$ cat config.mk
export PLATFORM = sky130hd
export DESIGN_NAME = dxcr_regs
export DESIGN_NICKNAME = d
export VERILOG_FILES = /design/src/shared/dxcr_pkg.sv /design/src/rtl/dxcr_regs.sv
export SDC_FILE = /design/constraint.sdc
export NUM_CORES = 1
export LEC_CHECK = 0
export BUFFER_PORTS_ARGS = -buffer_cell sky130_fd_sc_hd__buf_4
export CELL_PAD_IN_SITES_DETAIL_PLACEMENT = 0
export CELL_PAD_IN_SITES_GLOBAL_PLACEMENT = 2
export CORE_UTILIZATION = 25
export CTS_BUF_LIST = sky130_fd_sc_hd__clkbuf_4
export CTS_CLUSTER_DIAMETER = 200
export DETAILED_ROUTE_END_ITERATION = 16
export GPL_TIMING_DRIVEN = 0
export HOLD_SLACK_MARGIN = 0.15
export PLACE_DENSITY = 0.66
export SYNTH_ARGS = -nofsm -noshare
export SYNTH_HDL_FRONTEND = slang
export SYNTH_SLANG_ARGS = --single-unit
$ cat constraint.sdc
create_clock -name clk -period 2.79 [get_ports clk]
set_clock_uncertainty 0.1 [all_clocks]
set_input_delay 0.4185 -clock clk [delete_from_list [all_inputs] [get_ports clk]]
set_output_delay 0.4185 -clock clk [all_outputs]
set_load 0.02 [all_outputs]
$ cat src/shared/dxcr_pkg.sv
package dxcr_pkg;

    // ****************************************
    // Register indices
    // ****************************************
    localparam logic [7:0] IDX_CURSOR_COLOR1_C = 8'h2f; // Cursor colour 1 part C
    localparam logic [7:0] IDX_CURSOR_LOC_0 = 8'h30; // Cursor location byte 0
    localparam logic [7:0] IDX_CURSOR_LOC_1 = 8'h31; // Cursor location byte 1
    localparam logic [7:0] IDX_CURSOR_LOC_2 = 8'h32; // Cursor location byte 2
    localparam logic [7:0] IDX_URGENCY_START = 8'h33; // Fetch urgency start
    localparam logic [7:0] IDX_LINE_OFS_LO = 8'h34; // Frame line offset low
    localparam logic [7:0] IDX_LINE_OFS_HI = 8'h35; // Frame line offset high
    localparam logic [7:0] IDX_HALF_FIELD = 8'h39; // Half-field start
    localparam logic [7:0] IDX_IMPL_ID = 8'h3a; // Implementation id
    localparam logic [7:0] IDX_VERSION_ID = 8'h3b; // Version id
    localparam logic [7:0] IDX_DRAM_TIMING = 8'h3c; // DRAM timing
    localparam logic [7:0] IDX_ARB_0 = 8'h3d; // Arbitration 0
    localparam logic [7:0] IDX_ARB_1 = 8'h3e; // Arbitration 1
    localparam logic [7:0] IDX_LINK_PINS = 8'h3f; // Monitor link pins
    localparam logic [7:0] IDX_TV_CTRL = 8'h40; // TV output control

    // ****************************************
    // Reset values and identifiers
    // ****************************************
    localparam logic [7:0] RST_HALF_FIELD = 8'hff; // Interlace off
    localparam logic [7:0] RST_DRAM_TIMING = 8'h00; // FPM, template 0
    localparam logic [7:0] RST_LINK_PINS = 8'hff; // Drivers released
    localparam logic [7:0] RST_ZERO = 8'h00; // Plain cleared value
    localparam logic [7:0] HALF_FIELD_OFF = 8'hff; // Interlace disable code
    localparam logic [7:0] IMPL_ID_VALUE = 8'h5a; // Arbitrary value
    localparam logic [7:0] VERSION_ID_VALUE = 8'h3c; // Arbitrary value

    // ****************************************
    // Field positions
    // ****************************************
    localparam int MEM_TYPE_HI = 7; // Memory type msb
    localparam int MEM_TYPE_LO = 6; // Memory type lsb
    localparam int TEMPLATE_HI = 5; // Template msb
    localparam int TEMPLATE_LO = 3; // Template lsb
    localparam int CAS_WIDE_BIT = 2; // CAS width select
    localparam int TURN_BIT = 1; // EDO read-write turnaround
    localparam int ROW_REL_BIT = 0; // Row strobe release
    localparam int LINK_WR_HI = 7; // Link write data msb
    localparam int LINK_WR_LO = 6; // Link write data lsb
    localparam int LINK_RD_HI = 5; // Link read data msb
    localparam int LINK_RD_LO = 4; // Link read data lsb
    localparam int TV_EN_BIT = 7; // TV enable
    localparam int TV_CODES_BIT = 6; // Timing code insertion
    localparam int TV_SRC_N_BIT = 5; // Video select, active low
    localparam int TV_FIELD_OE_BIT = 4; // Field pin output enable
    localparam int TV_SYNC_OE_BIT = 3; // Line sync output enable
    localparam int FLICK_LUMA_BIT = 2; // Luma-only filtering
    localparam int FLICK_HI = 1; // Filter kind msb
    localparam int FLICK_LO = 0; // Filter kind lsb

    // Memory type codes
    localparam logic [1:0] MEM_FPM = 2'h0; // Fast page mode
    localparam logic [1:0] MEM_EDO = 2'h1; // Extended data out

    // ****************************************
    // Timing templates, in quarter clocks; turnaround in clocks
    // ****************************************
    localparam logic [3:0] CAS_NARROW_Q = 4'h2; // 0.5 clock
    localparam logic [3:0] CAS_WIDE_Q = 4'h3; // 0.75 clock
    localparam logic [1:0] TURN_SHORT = 2'h1; // 1 clock delay
    localparam logic [1:0] TURN_LONG = 2'h2; // 2 clock delay
    localparam logic [3:0] T_CAS_RAS_Q = 4'h2; // 0.5 clock
    localparam logic [3:0] T_PRE_A_Q = 4'h6; // 1.5 clocks
    localparam logic [3:0] T_PRE_B_Q = 4'h8; // 2.0 clocks

    // ****************************************
    // Enumerations and carriers
    // ****************************************
    typedef enum logic [1:0] {
        DXCR_PIN_IN,
        DXCR_PIN_VIDEO,
        DXCR_PIN_TV
    } dxcr_pin_src_e;

    typedef enum logic [1:0] {
        DXCR_FLT_OFF,
        DXCR_FLT_011,
        DXCR_FLT_121,
        DXCR_FLT_131
    } dxcr_flt_e;

    // Register bank contents
    typedef struct packed {
        logic [7:0] cursor_color1_c;
        logic [7:0] cursor_loc_0;
        logic [7:0] cursor_loc_1;
        logic [7:0] cursor_loc_2;
        logic [7:0] urgency_start;
        logic [7:0] line_ofs_lo;
        logic [7:0] line_ofs_hi;
        logic [7:0] half_field;
        logic [7:0] dram_timing;
        logic [7:0] arb_0;
        logic [7:0] arb_1;
        logic [7:0] link_pins;
        logic [7:0] tv_ctrl;
    } dxcr_regs_s;

    // Whole module state
    typedef struct packed {
        dxcr_regs_s regs;
        logic [7:0] rdata;
        logic urgent_win;
        logic fetch_urgent;
        logic [1:0] link_meta;
        logic [1:0] link_sync;
    } dxcr_state_s;

    // DRAM controller settings
    typedef struct packed {
        logic [1:0] mem_type;
        logic [3:0] cas_to_ras_q;
        logic [3:0] precharge_q;
        logic [3:0] ras_to_cas_q;
        logic [3:0] cas_width_q;
        logic [1:0] turnaround;
        logic row_release;
    } dxcr_dram_s;

    // TV output settings
    typedef struct packed {
        logic enable;
        logic timing_codes;
        logic from_graphics;
        dxcr_pin_src_e field_src;
        dxcr_pin_src_e sync_src;
        dxcr_flt_e filter;
        logic luma_only;
    } dxcr_tv_s;

endpackage

$ cat src/rtl/dxcr_regs.sv
// What this block does
// - Fetches low priority before urgent start position
// - Urgent fetch at start when FIFO low
// - Afterward urgent whenever FIFO low until disable
// - Two bytes form signed 16-bit line offset
// - Odd frames clock vertical at half-field count
// - Half-field all ones disables interlace, reset
// - Two read-only implementation and version identifiers
// - Memory type 00 FPM, 01 EDO
// - Template lsb sets RAS/CAS intervals; upper two bits unused
// - CAS width bit: 0.5 or 0.75 clock
// - EDO turnaround bit: one or two clocks
// - Row release bit; timing register resets zero
// - Link write bits drive open-collector pins
// - Write bits read back; separate pin levels
// - TV pixel output works only when enabled
// - Codes bit inserts timing reference codes when enabled
// - Active-low select routes graphics or video
// - Field pin direction from two bits
// - Line sync pin direction likewise
// - Two-bit anti-flicker filter selection, plus luma-only bit
module dxcr_regs (
    input wire logic clk,
    input wire logic reset,
    input wire logic clk_en,
    input wire logic reg_wr,
    input wire logic reg_rd,
    input wire logic [7:0] reg_index,
    input wire logic [7:0] reg_wdata,
    output logic [7:0] reg_rdata,
    output logic reg_hit,
    input wire logic [7:0] hchar_count,
    input wire logic display_enable,
    input wire logic fifo_below_low,
    input wire logic odd_frame,
    output logic fetch_urgent,
    output logic vert_clock_tick,
    output logic interlace_on,
    output logic [15:0] frame_line_offset,
    output dxcr_pkg::dxcr_dram_s dram_cfg,
    output logic [1:0] link_pin_o,
    output logic [1:0] link_pin_oe,
    input wire logic [1:0] link_pin_i,
    output dxcr_pkg::dxcr_tv_s tv_cfg,
    input wire logic video_field_dir,
    input wire logic video_sync_dir,
    input wire logic tv_field_gen,
    input wire logic tv_sync_gen,
    input wire logic video_field_gen,
    input wire logic video_sync_gen,
    output logic field_parity_pin_o,
    output logic field_parity_pin_oe,
    output logic tv_line_sync_pin_o,
    output logic tv_line_sync_pin_oe,
    input wire logic [15:0] gfx_pixel,
    input wire logic [15:0] video_pixel,
    output logic [15:0] tv_pixel
);

    // ****************************************
    // State
    // ****************************************
    dxcr_pkg::dxcr_state_s s_q; // Registered state
    dxcr_pkg::dxcr_state_s s_d; // Next state
    logic [1:0] mem_sel; // Memory type field
    logic [2:0] tmpl; // Timing template field
    dxcr_pkg::dxcr_pin_src_e field_src; // Field pin source
    dxcr_pkg::dxcr_pin_src_e sync_src; // Line sync pin source

    // ****************************************
    // Next-state logic
    // ****************************************
    // All state advances together; clock enable freezes everything
    always_comb begin
        s_d = s_q;
        // Pin levels cross in through two flops before use
        s_d.link_meta = link_pin_i;
        s_d.link_sync = s_q.link_meta;
        // Register writes; identifiers have no storage
        if (reg_wr) begin
            case (reg_index)
                dxcr_pkg::IDX_CURSOR_COLOR1_C: s_d.regs.cursor_color1_c = reg_wdata;
                dxcr_pkg::IDX_CURSOR_LOC_0: s_d.regs.cursor_loc_0 = reg_wdata;
                dxcr_pkg::IDX_CURSOR_LOC_1: s_d.regs.cursor_loc_1 = reg_wdata;
                dxcr_pkg::IDX_CURSOR_LOC_2: s_d.regs.cursor_loc_2 = reg_wdata;
                dxcr_pkg::IDX_URGENCY_START: s_d.regs.urgency_start = reg_wdata;
                dxcr_pkg::IDX_LINE_OFS_LO: s_d.regs.line_ofs_lo = reg_wdata;
                dxcr_pkg::IDX_LINE_OFS_HI: s_d.regs.line_ofs_hi = reg_wdata;
                dxcr_pkg::IDX_HALF_FIELD: s_d.regs.half_field = reg_wdata;
                dxcr_pkg::IDX_DRAM_TIMING: s_d.regs.dram_timing = reg_wdata;
                // Stored as written; software keeps these zero
                dxcr_pkg::IDX_ARB_0: s_d.regs.arb_0 = reg_wdata;
                dxcr_pkg::IDX_ARB_1: s_d.regs.arb_1 = reg_wdata;
                dxcr_pkg::IDX_LINK_PINS: begin
                    // Read-only level bits keep their storage untouched
                    s_d.regs.link_pins[7:6] = reg_wdata[7:6];
                    s_d.regs.link_pins[3:0] = reg_wdata[3:0];
                end
                dxcr_pkg::IDX_TV_CTRL: s_d.regs.tv_ctrl = reg_wdata;
                default: begin
                    // Unmapped index: write ignored
                end
            endcase
        end
        // Read data is captured so it comes from a flop
        if (reg_rd) begin
            case (reg_index)
                dxcr_pkg::IDX_CURSOR_COLOR1_C: s_d.rdata = s_q.regs.cursor_color1_c;
                dxcr_pkg::IDX_CURSOR_LOC_0: s_d.rdata = s_q.regs.cursor_loc_0;
                dxcr_pkg::IDX_CURSOR_LOC_1: s_d.rdata = s_q.regs.cursor_loc_1;
                dxcr_pkg::IDX_CURSOR_LOC_2: s_d.rdata = s_q.regs.cursor_loc_2;
                dxcr_pkg::IDX_URGENCY_START: s_d.rdata = s_q.regs.urgency_start;
                dxcr_pkg::IDX_LINE_OFS_LO: s_d.rdata = s_q.regs.line_ofs_lo;
                dxcr_pkg::IDX_LINE_OFS_HI: s_d.rdata = s_q.regs.line_ofs_hi;
                dxcr_pkg::IDX_HALF_FIELD: s_d.rdata = s_q.regs.half_field;
                dxcr_pkg::IDX_IMPL_ID: s_d.rdata = dxcr_pkg::IMPL_ID_VALUE;
                dxcr_pkg::IDX_VERSION_ID: s_d.rdata = dxcr_pkg::VERSION_ID_VALUE;
                dxcr_pkg::IDX_DRAM_TIMING: s_d.rdata = s_q.regs.dram_timing;
                dxcr_pkg::IDX_ARB_0: s_d.rdata = s_q.regs.arb_0;
                dxcr_pkg::IDX_ARB_1: s_d.rdata = s_q.regs.arb_1;
                dxcr_pkg::IDX_LINK_PINS: begin
                    // Written value above, true pin level below
                    s_d.rdata = {s_q.regs.link_pins[7:6], s_q.link_sync,
                        s_q.regs.link_pins[3:0]};
                end
                dxcr_pkg::IDX_TV_CTRL: s_d.rdata = s_q.regs.tv_ctrl;
                default: s_d.rdata = dxcr_pkg::RST_ZERO;
            endcase
        end
        // Urgency window: opens at start position, closes with display enable
        if (!display_enable) begin
            s_d.urgent_win = 1'b0;
        end else if (hchar_count == s_q.regs.urgency_start) begin
            s_d.urgent_win = 1'b1;
        end
        // All-ones start means urgent whenever FIFO low, the software escape hatch
        if (s_q.regs.urgency_start == 8'hff) begin
            s_d.fetch_urgent = fifo_below_low;
        end else if (s_d.urgent_win) begin
            s_d.fetch_urgent = fifo_below_low;
        end else begin
            s_d.fetch_urgent = 1'b0;
        end
    end

    // ****************************************
    // State register
    // ****************************************
    // Offset bytes and cursor bytes are undefined after reset; cleared anyway
    always_ff @(posedge clk) begin
        if (reset) begin
            s_q <= '0;
            s_q.regs.half_field <= dxcr_pkg::RST_HALF_FIELD;
            s_q.regs.dram_timing <= dxcr_pkg::RST_DRAM_TIMING;
            s_q.regs.link_pins <= dxcr_pkg::RST_LINK_PINS;
            s_q.link_meta <= 2'h3;
            s_q.link_sync <= 2'h3;
        end else if (clk_en) begin
            s_q <= s_d;
        end
    end

    // ****************************************
    // Register port outputs
    // ****************************************
    assign reg_rdata = s_q.rdata;
    // Combinational decode of mapped indices
    always_comb begin
        case (reg_index)
            dxcr_pkg::IDX_CURSOR_COLOR1_C, dxcr_pkg::IDX_CURSOR_LOC_0,
            dxcr_pkg::IDX_CURSOR_LOC_1, dxcr_pkg::IDX_CURSOR_LOC_2,
            dxcr_pkg::IDX_URGENCY_START, dxcr_pkg::IDX_LINE_OFS_LO,
            dxcr_pkg::IDX_LINE_OFS_HI, dxcr_pkg::IDX_HALF_FIELD,
            dxcr_pkg::IDX_IMPL_ID, dxcr_pkg::IDX_VERSION_ID,
            dxcr_pkg::IDX_DRAM_TIMING, dxcr_pkg::IDX_ARB_0,
            dxcr_pkg::IDX_ARB_1, dxcr_pkg::IDX_LINK_PINS,
            dxcr_pkg::IDX_TV_CTRL: reg_hit = 1'b1;
            default: reg_hit = 1'b0;
        endcase
    end

    // ****************************************
    // Display timing
    // ****************************************
    assign fetch_urgent = s_q.fetch_urgent;
    assign frame_line_offset = {s_q.regs.line_ofs_hi, s_q.regs.line_ofs_lo};
    // No separate enable: the all-ones code switches interlace off
    assign interlace_on = (s_q.regs.half_field != dxcr_pkg::HALF_FIELD_OFF);
    // Mid-line vertical tick only in odd frames of interlaced modes
    assign vert_clock_tick = interlace_on && odd_frame
        && (hchar_count == s_q.regs.half_field);

    // ****************************************
    // DRAM timing decode
    // ****************************************
    assign mem_sel = s_q.regs.dram_timing[dxcr_pkg::MEM_TYPE_HI:dxcr_pkg::MEM_TYPE_LO];
    assign tmpl = s_q.regs.dram_timing[dxcr_pkg::TEMPLATE_HI:dxcr_pkg::TEMPLATE_LO];
    // Templates apply to either memory type alike
    always_comb begin
        // Reserved type codes fall back to fast page mode
        dram_cfg.mem_type = (mem_sel == dxcr_pkg::MEM_EDO) ?
            dxcr_pkg::MEM_EDO : dxcr_pkg::MEM_FPM;
        dram_cfg.cas_to_ras_q = dxcr_pkg::T_CAS_RAS_Q;
        if (tmpl[0]) begin
            dram_cfg.precharge_q = dxcr_pkg::T_PRE_B_Q;
            dram_cfg.ras_to_cas_q = dxcr_pkg::T_PRE_B_Q;
        end else begin
            dram_cfg.precharge_q = dxcr_pkg::T_PRE_A_Q;
            dram_cfg.ras_to_cas_q = dxcr_pkg::T_PRE_A_Q;
        end
        // CAS width only meaningful for fast page mode
        dram_cfg.cas_width_q = s_q.regs.dram_timing[dxcr_pkg::CAS_WIDE_BIT] ?
            dxcr_pkg::CAS_WIDE_Q : dxcr_pkg::CAS_NARROW_Q;
        // Turnaround only meaningful for EDO
        dram_cfg.turnaround = s_q.regs.dram_timing[dxcr_pkg::TURN_BIT] ?
            dxcr_pkg::TURN_LONG : dxcr_pkg::TURN_SHORT;
        dram_cfg.row_release = s_q.regs.dram_timing[dxcr_pkg::ROW_REL_BIT];
    end

    // ****************************************
    // Monitor link pins
    // ****************************************
    // Open collector: only ever drive low; a one releases the pin
    genvar gi;
    generate
        for (gi = 0; gi < 2; gi++) begin : g_link
            assign link_pin_o[gi] = 1'b0;
            assign link_pin_oe[gi] = ~s_q.regs.link_pins[dxcr_pkg::LINK_WR_LO + gi];
        end
    endgenerate

    // ****************************************
    // TV output control
    // ****************************************
    // TV bit overrides the video port's own direction bit
    always_comb begin
        if (s_q.regs.tv_ctrl[dxcr_pkg::TV_FIELD_OE_BIT]) begin
            field_src = dxcr_pkg::DXCR_PIN_TV;
        end else if (video_field_dir) begin
            field_src = dxcr_pkg::DXCR_PIN_VIDEO;
        end else begin
            field_src = dxcr_pkg::DXCR_PIN_IN;
        end
        if (s_q.regs.tv_ctrl[dxcr_pkg::TV_SYNC_OE_BIT]) begin
            sync_src = dxcr_pkg::DXCR_PIN_TV;
        end else if (video_sync_dir) begin
            sync_src = dxcr_pkg::DXCR_PIN_VIDEO;
        end else begin
            sync_src = dxcr_pkg::DXCR_PIN_IN;
        end
    end

    // Pin drive from the selected timing generator
    always_comb begin
        case (field_src)
            dxcr_pkg::DXCR_PIN_TV: field_parity_pin_o = tv_field_gen;
            dxcr_pkg::DXCR_PIN_VIDEO: field_parity_pin_o = video_field_gen;
            default: field_parity_pin_o = 1'b0;
        endcase
        case (sync_src)
            dxcr_pkg::DXCR_PIN_TV: tv_line_sync_pin_o = tv_sync_gen;
            dxcr_pkg::DXCR_PIN_VIDEO: tv_line_sync_pin_o = video_sync_gen;
            default: tv_line_sync_pin_o = 1'b0;
        endcase
    end
    assign field_parity_pin_oe = (field_src != dxcr_pkg::DXCR_PIN_IN);
    assign tv_line_sync_pin_oe = (sync_src != dxcr_pkg::DXCR_PIN_IN);

    // Settings handed to the TV encoder; only timing codes gated by the enable
    always_comb begin
        tv_cfg.enable = s_q.regs.tv_ctrl[dxcr_pkg::TV_EN_BIT];
        tv_cfg.timing_codes = tv_cfg.enable
            && s_q.regs.tv_ctrl[dxcr_pkg::TV_CODES_BIT];
        tv_cfg.from_graphics = s_q.regs.tv_ctrl[dxcr_pkg::TV_SRC_N_BIT];
        tv_cfg.field_src = field_src;
        tv_cfg.sync_src = sync_src;
        // Low two bits zero means bypass whatever the luma bit says
        case (s_q.regs.tv_ctrl[dxcr_pkg::FLICK_HI:dxcr_pkg::FLICK_LO])
            2'h1: tv_cfg.filter = dxcr_pkg::DXCR_FLT_011;
            2'h2: tv_cfg.filter = dxcr_pkg::DXCR_FLT_121;
            2'h3: tv_cfg.filter = dxcr_pkg::DXCR_FLT_131;
            default: tv_cfg.filter = dxcr_pkg::DXCR_FLT_OFF;
        endcase
        tv_cfg.luma_only = s_q.regs.tv_ctrl[dxcr_pkg::FLICK_LUMA_BIT]
            && (tv_cfg.filter != dxcr_pkg::DXCR_FLT_OFF);
    end

    // Output port mux; idle stream is zero while disabled
    always_comb begin
        if (!tv_cfg.enable) begin
            tv_pixel = 16'h0000;
        end else if (tv_cfg.from_graphics) begin
            tv_pixel = gfx_pixel;
        end else begin
            tv_pixel = video_pixel;
        end
    end

endmodule

==> metrics.cfg <==
[outcome]
status=completed

[timing]
hold_violations=0
rsz0062_at_grt=no
setup_tns_ns=0
slew_headroom=0.3264
finalMaxSlewViolations=0
tightest_slew_ns=1.010
setup_viol_count_final=0
final.min_clock_period_ns=2.498
whs_ns=0.2517
period_share=0.8952
max_freq_ghz=0.4004
setup_slack_ns=0.2923

[place]
place_ws_ns=0.1119
gp_congestion=0.8623
port-buffer-count=138
dp_hpwl_um=19190

[synthesis]
yosys_warnings=0
synth_commonest_cells=dfxtp_1 (116), mux2i_1 (93), nor2_1 (75)
ys_ff_latch=116
synth_cell_type_count=69
synth.area.top_cells=dfxtp_1 (36%), mux2i_1 (15%), buf_4 (6.6%)
yosysMostFrequentCell=dfxtp_1
synth_top_area_cell=dfxtp_1
synth_area_um2=6411
synth_area_per_cell_um2=8.794
synth_edf_count=0
ys_seq_area_frac=0.3622
ys.flop_type=dfxtp_1
async_flop_share=0
yosysTopAreaCellShare=0.3622
syn_inst=729

[routing]
routed-via-count=5969
drt_wl_total_um=25860
first_pass_iters=5
drc=0
wire_per_inst_um=20.60
viasPerCell=4.756
drtIter0Drc=363
final_antenna_net_count=0

[cts]
cts_root_buf=clkbuf_4
clkSinkCount=116
cts_tree=done
cts_buffers=17
cts_max_level=4
clk_latency_ns=0.56
clockBufferDepth=2
clk_pin_slew_ns=0.11

[layout]
fillers=2720
area_growth_pct=29.84
nNetsFinal=984
drive_gt1_frac=0.2987

[pwr]
peakVddDrop_mv=0.1822
leakagePower_uw=0.003163
powerDensity_nw_per_um2=398.5

[global_routing]
grt_max_degree=17
grt_pass1_vias=5777
grt_overflow_total=0
grt_usage=0.1996
antenna_found_initial=1
grt_pass1_wl_um=37970

[setup_path]
rr_worst_depth=5
r2r_end=reg_rdata[3]
rrSetupSlack_ns=0.93
r2r_start=s_q[49]
crit_fanout=10
start_kind=flip-flop
end_kind=primary output
worstPathRequired_ns=2.27
arrival_ns=1.98
critical_path_class=flip-flop to primary output

[floorplanning]
die_area_um2=26290
pin_count=155
dieHeight_um=162.1
core-area_um2=25180
start_util=0.2546
die_w_um=162.1
rows=58

[worst_hold_path]
hp-class=input pin to flip-flop
holdPathStages=5
min_to=reg_rdata[6]
hold_start=reg_rd

[run]
drv_cap=0

cell families after synthesis:
family / Yosys count / share of synthesized area
multiplexers: 100 / 0.1610
AO/OA/AOI/OAI: 111 / 0.1263
AND/OR/NAND/NOR: 275 / 0.2254
other: 2 / 0.001171
flip-flops: 116 / 0.3622
buffers and inverters: 109 / 0.1021
XOR/XNOR: 16 / 0.02186
report_power, final:
| group | leakage, uW | switching, uW | total (uW) | internal, uW |
|---|---|---|---|---|
| Clock | 0.000144 | 691 | 1240 | 545 |
| Sequential | 0.000936 | 4.14 | 1660 | 1660 |
| Combinational | 0.00208 | 251 | 417 | 166 |
| Total | 0.00316 | 945 | 3320 | 2370 |
critical path, stage by stage (launching register included):
cell,delay [ns]
dfxtp_1,0.34
clkbuf_2,0.27
buf_2,0.36
mux2i_1,0.24
nor2b_1,0.06
buf_4,0.15
per-stage QoR:
step	cell area [um2]	std cells	total power (uW)	utilization
CTS	8322	1254	3354	0.3305
global route	8324	1255	3452	0.3306
finish	8324	1255	3317	0.3306
detailed placement	7898	1207	2101	0.3136
global placement	7898	1207	2102	0.3136
floorplan	6449	739	1900	-
layout make-up:
type / instances / area (um2) / share of cell area
Sequential cell: 116 / 2322 / 0.2790
Clock inverter: 11 / 112.6 / 0.01353
Inverter: 5 / 18.77 / 0.002255
Clock buffer: 20 / 150.1 / 0.01804
Antenna cell: 1 / 2.502 / 0.0003006
Multi-Input combinational cell: 514 / 3472 / 0.4171
Tap cell: 330 / 412.9 / 0.04960
Timing Repair Buffer: 154 / 1196 / 0.1437
Buffer: 104 / 636.9 / 0.07651
worst max-delay path by stage:
stage	from	end	slack, ns	cells past startpoint
finish	tv_cfg[7]	tv_pixel[7]	0.29	5
global route	tv_cfg[7]	tv_pixel[9]	0.1	5
CTS	tv_cfg[7]	tv_pixel[7]	0.22	5
detailed placement	reg_index[2]	reg_rdata[3]	0.11	7
global placement	reg_index[2]	reg_rdata[3]	0.09	7
floorplan	reg_index[0]	reg_hit	0.69	5
metal layers:
layer,GRT usage,part of all wire
met5,0,0
met4,0.05532,0.017
met3,0.03882,0.055
met2,0.3174,0.45
met1,0.2731,0.47
what timing repair did:
item | in CTS | in global routing
hold buffers | 16 | 0
endpoints found under the hold margin | 28 | 0
setup endpoints to repair | 8 | 0
resized for setup | 1 | 0
buffers inserted | 0 | 0
cell usage in the layout, fill, tap and decap left out, types with 15 or more instances in the layout:
master,Yosys,final
buf_4,56,194
dfxtp_1,116,116
mux2i_1,93,93
nor2_1,75,75
nand2_1,54,54
nor2b_1,41,41
a21oi_1,34,34
nand3_1,33,33
clkbuf_1,29,28
clkbuf_4,0,20
a211o_1,18,18
dlygate4sd3_1,0,16
buf_2,15,15
state kept, by name, summed over array words and instances (netlist names):
signal	count
s_q	84
frame_line_offset	16
reg_rdata	8
mem_sel	2
s_d	2
tv_cfg	2
dram_cfg	1
fetch_urgent	1
(Power assumes the default switching activity.)
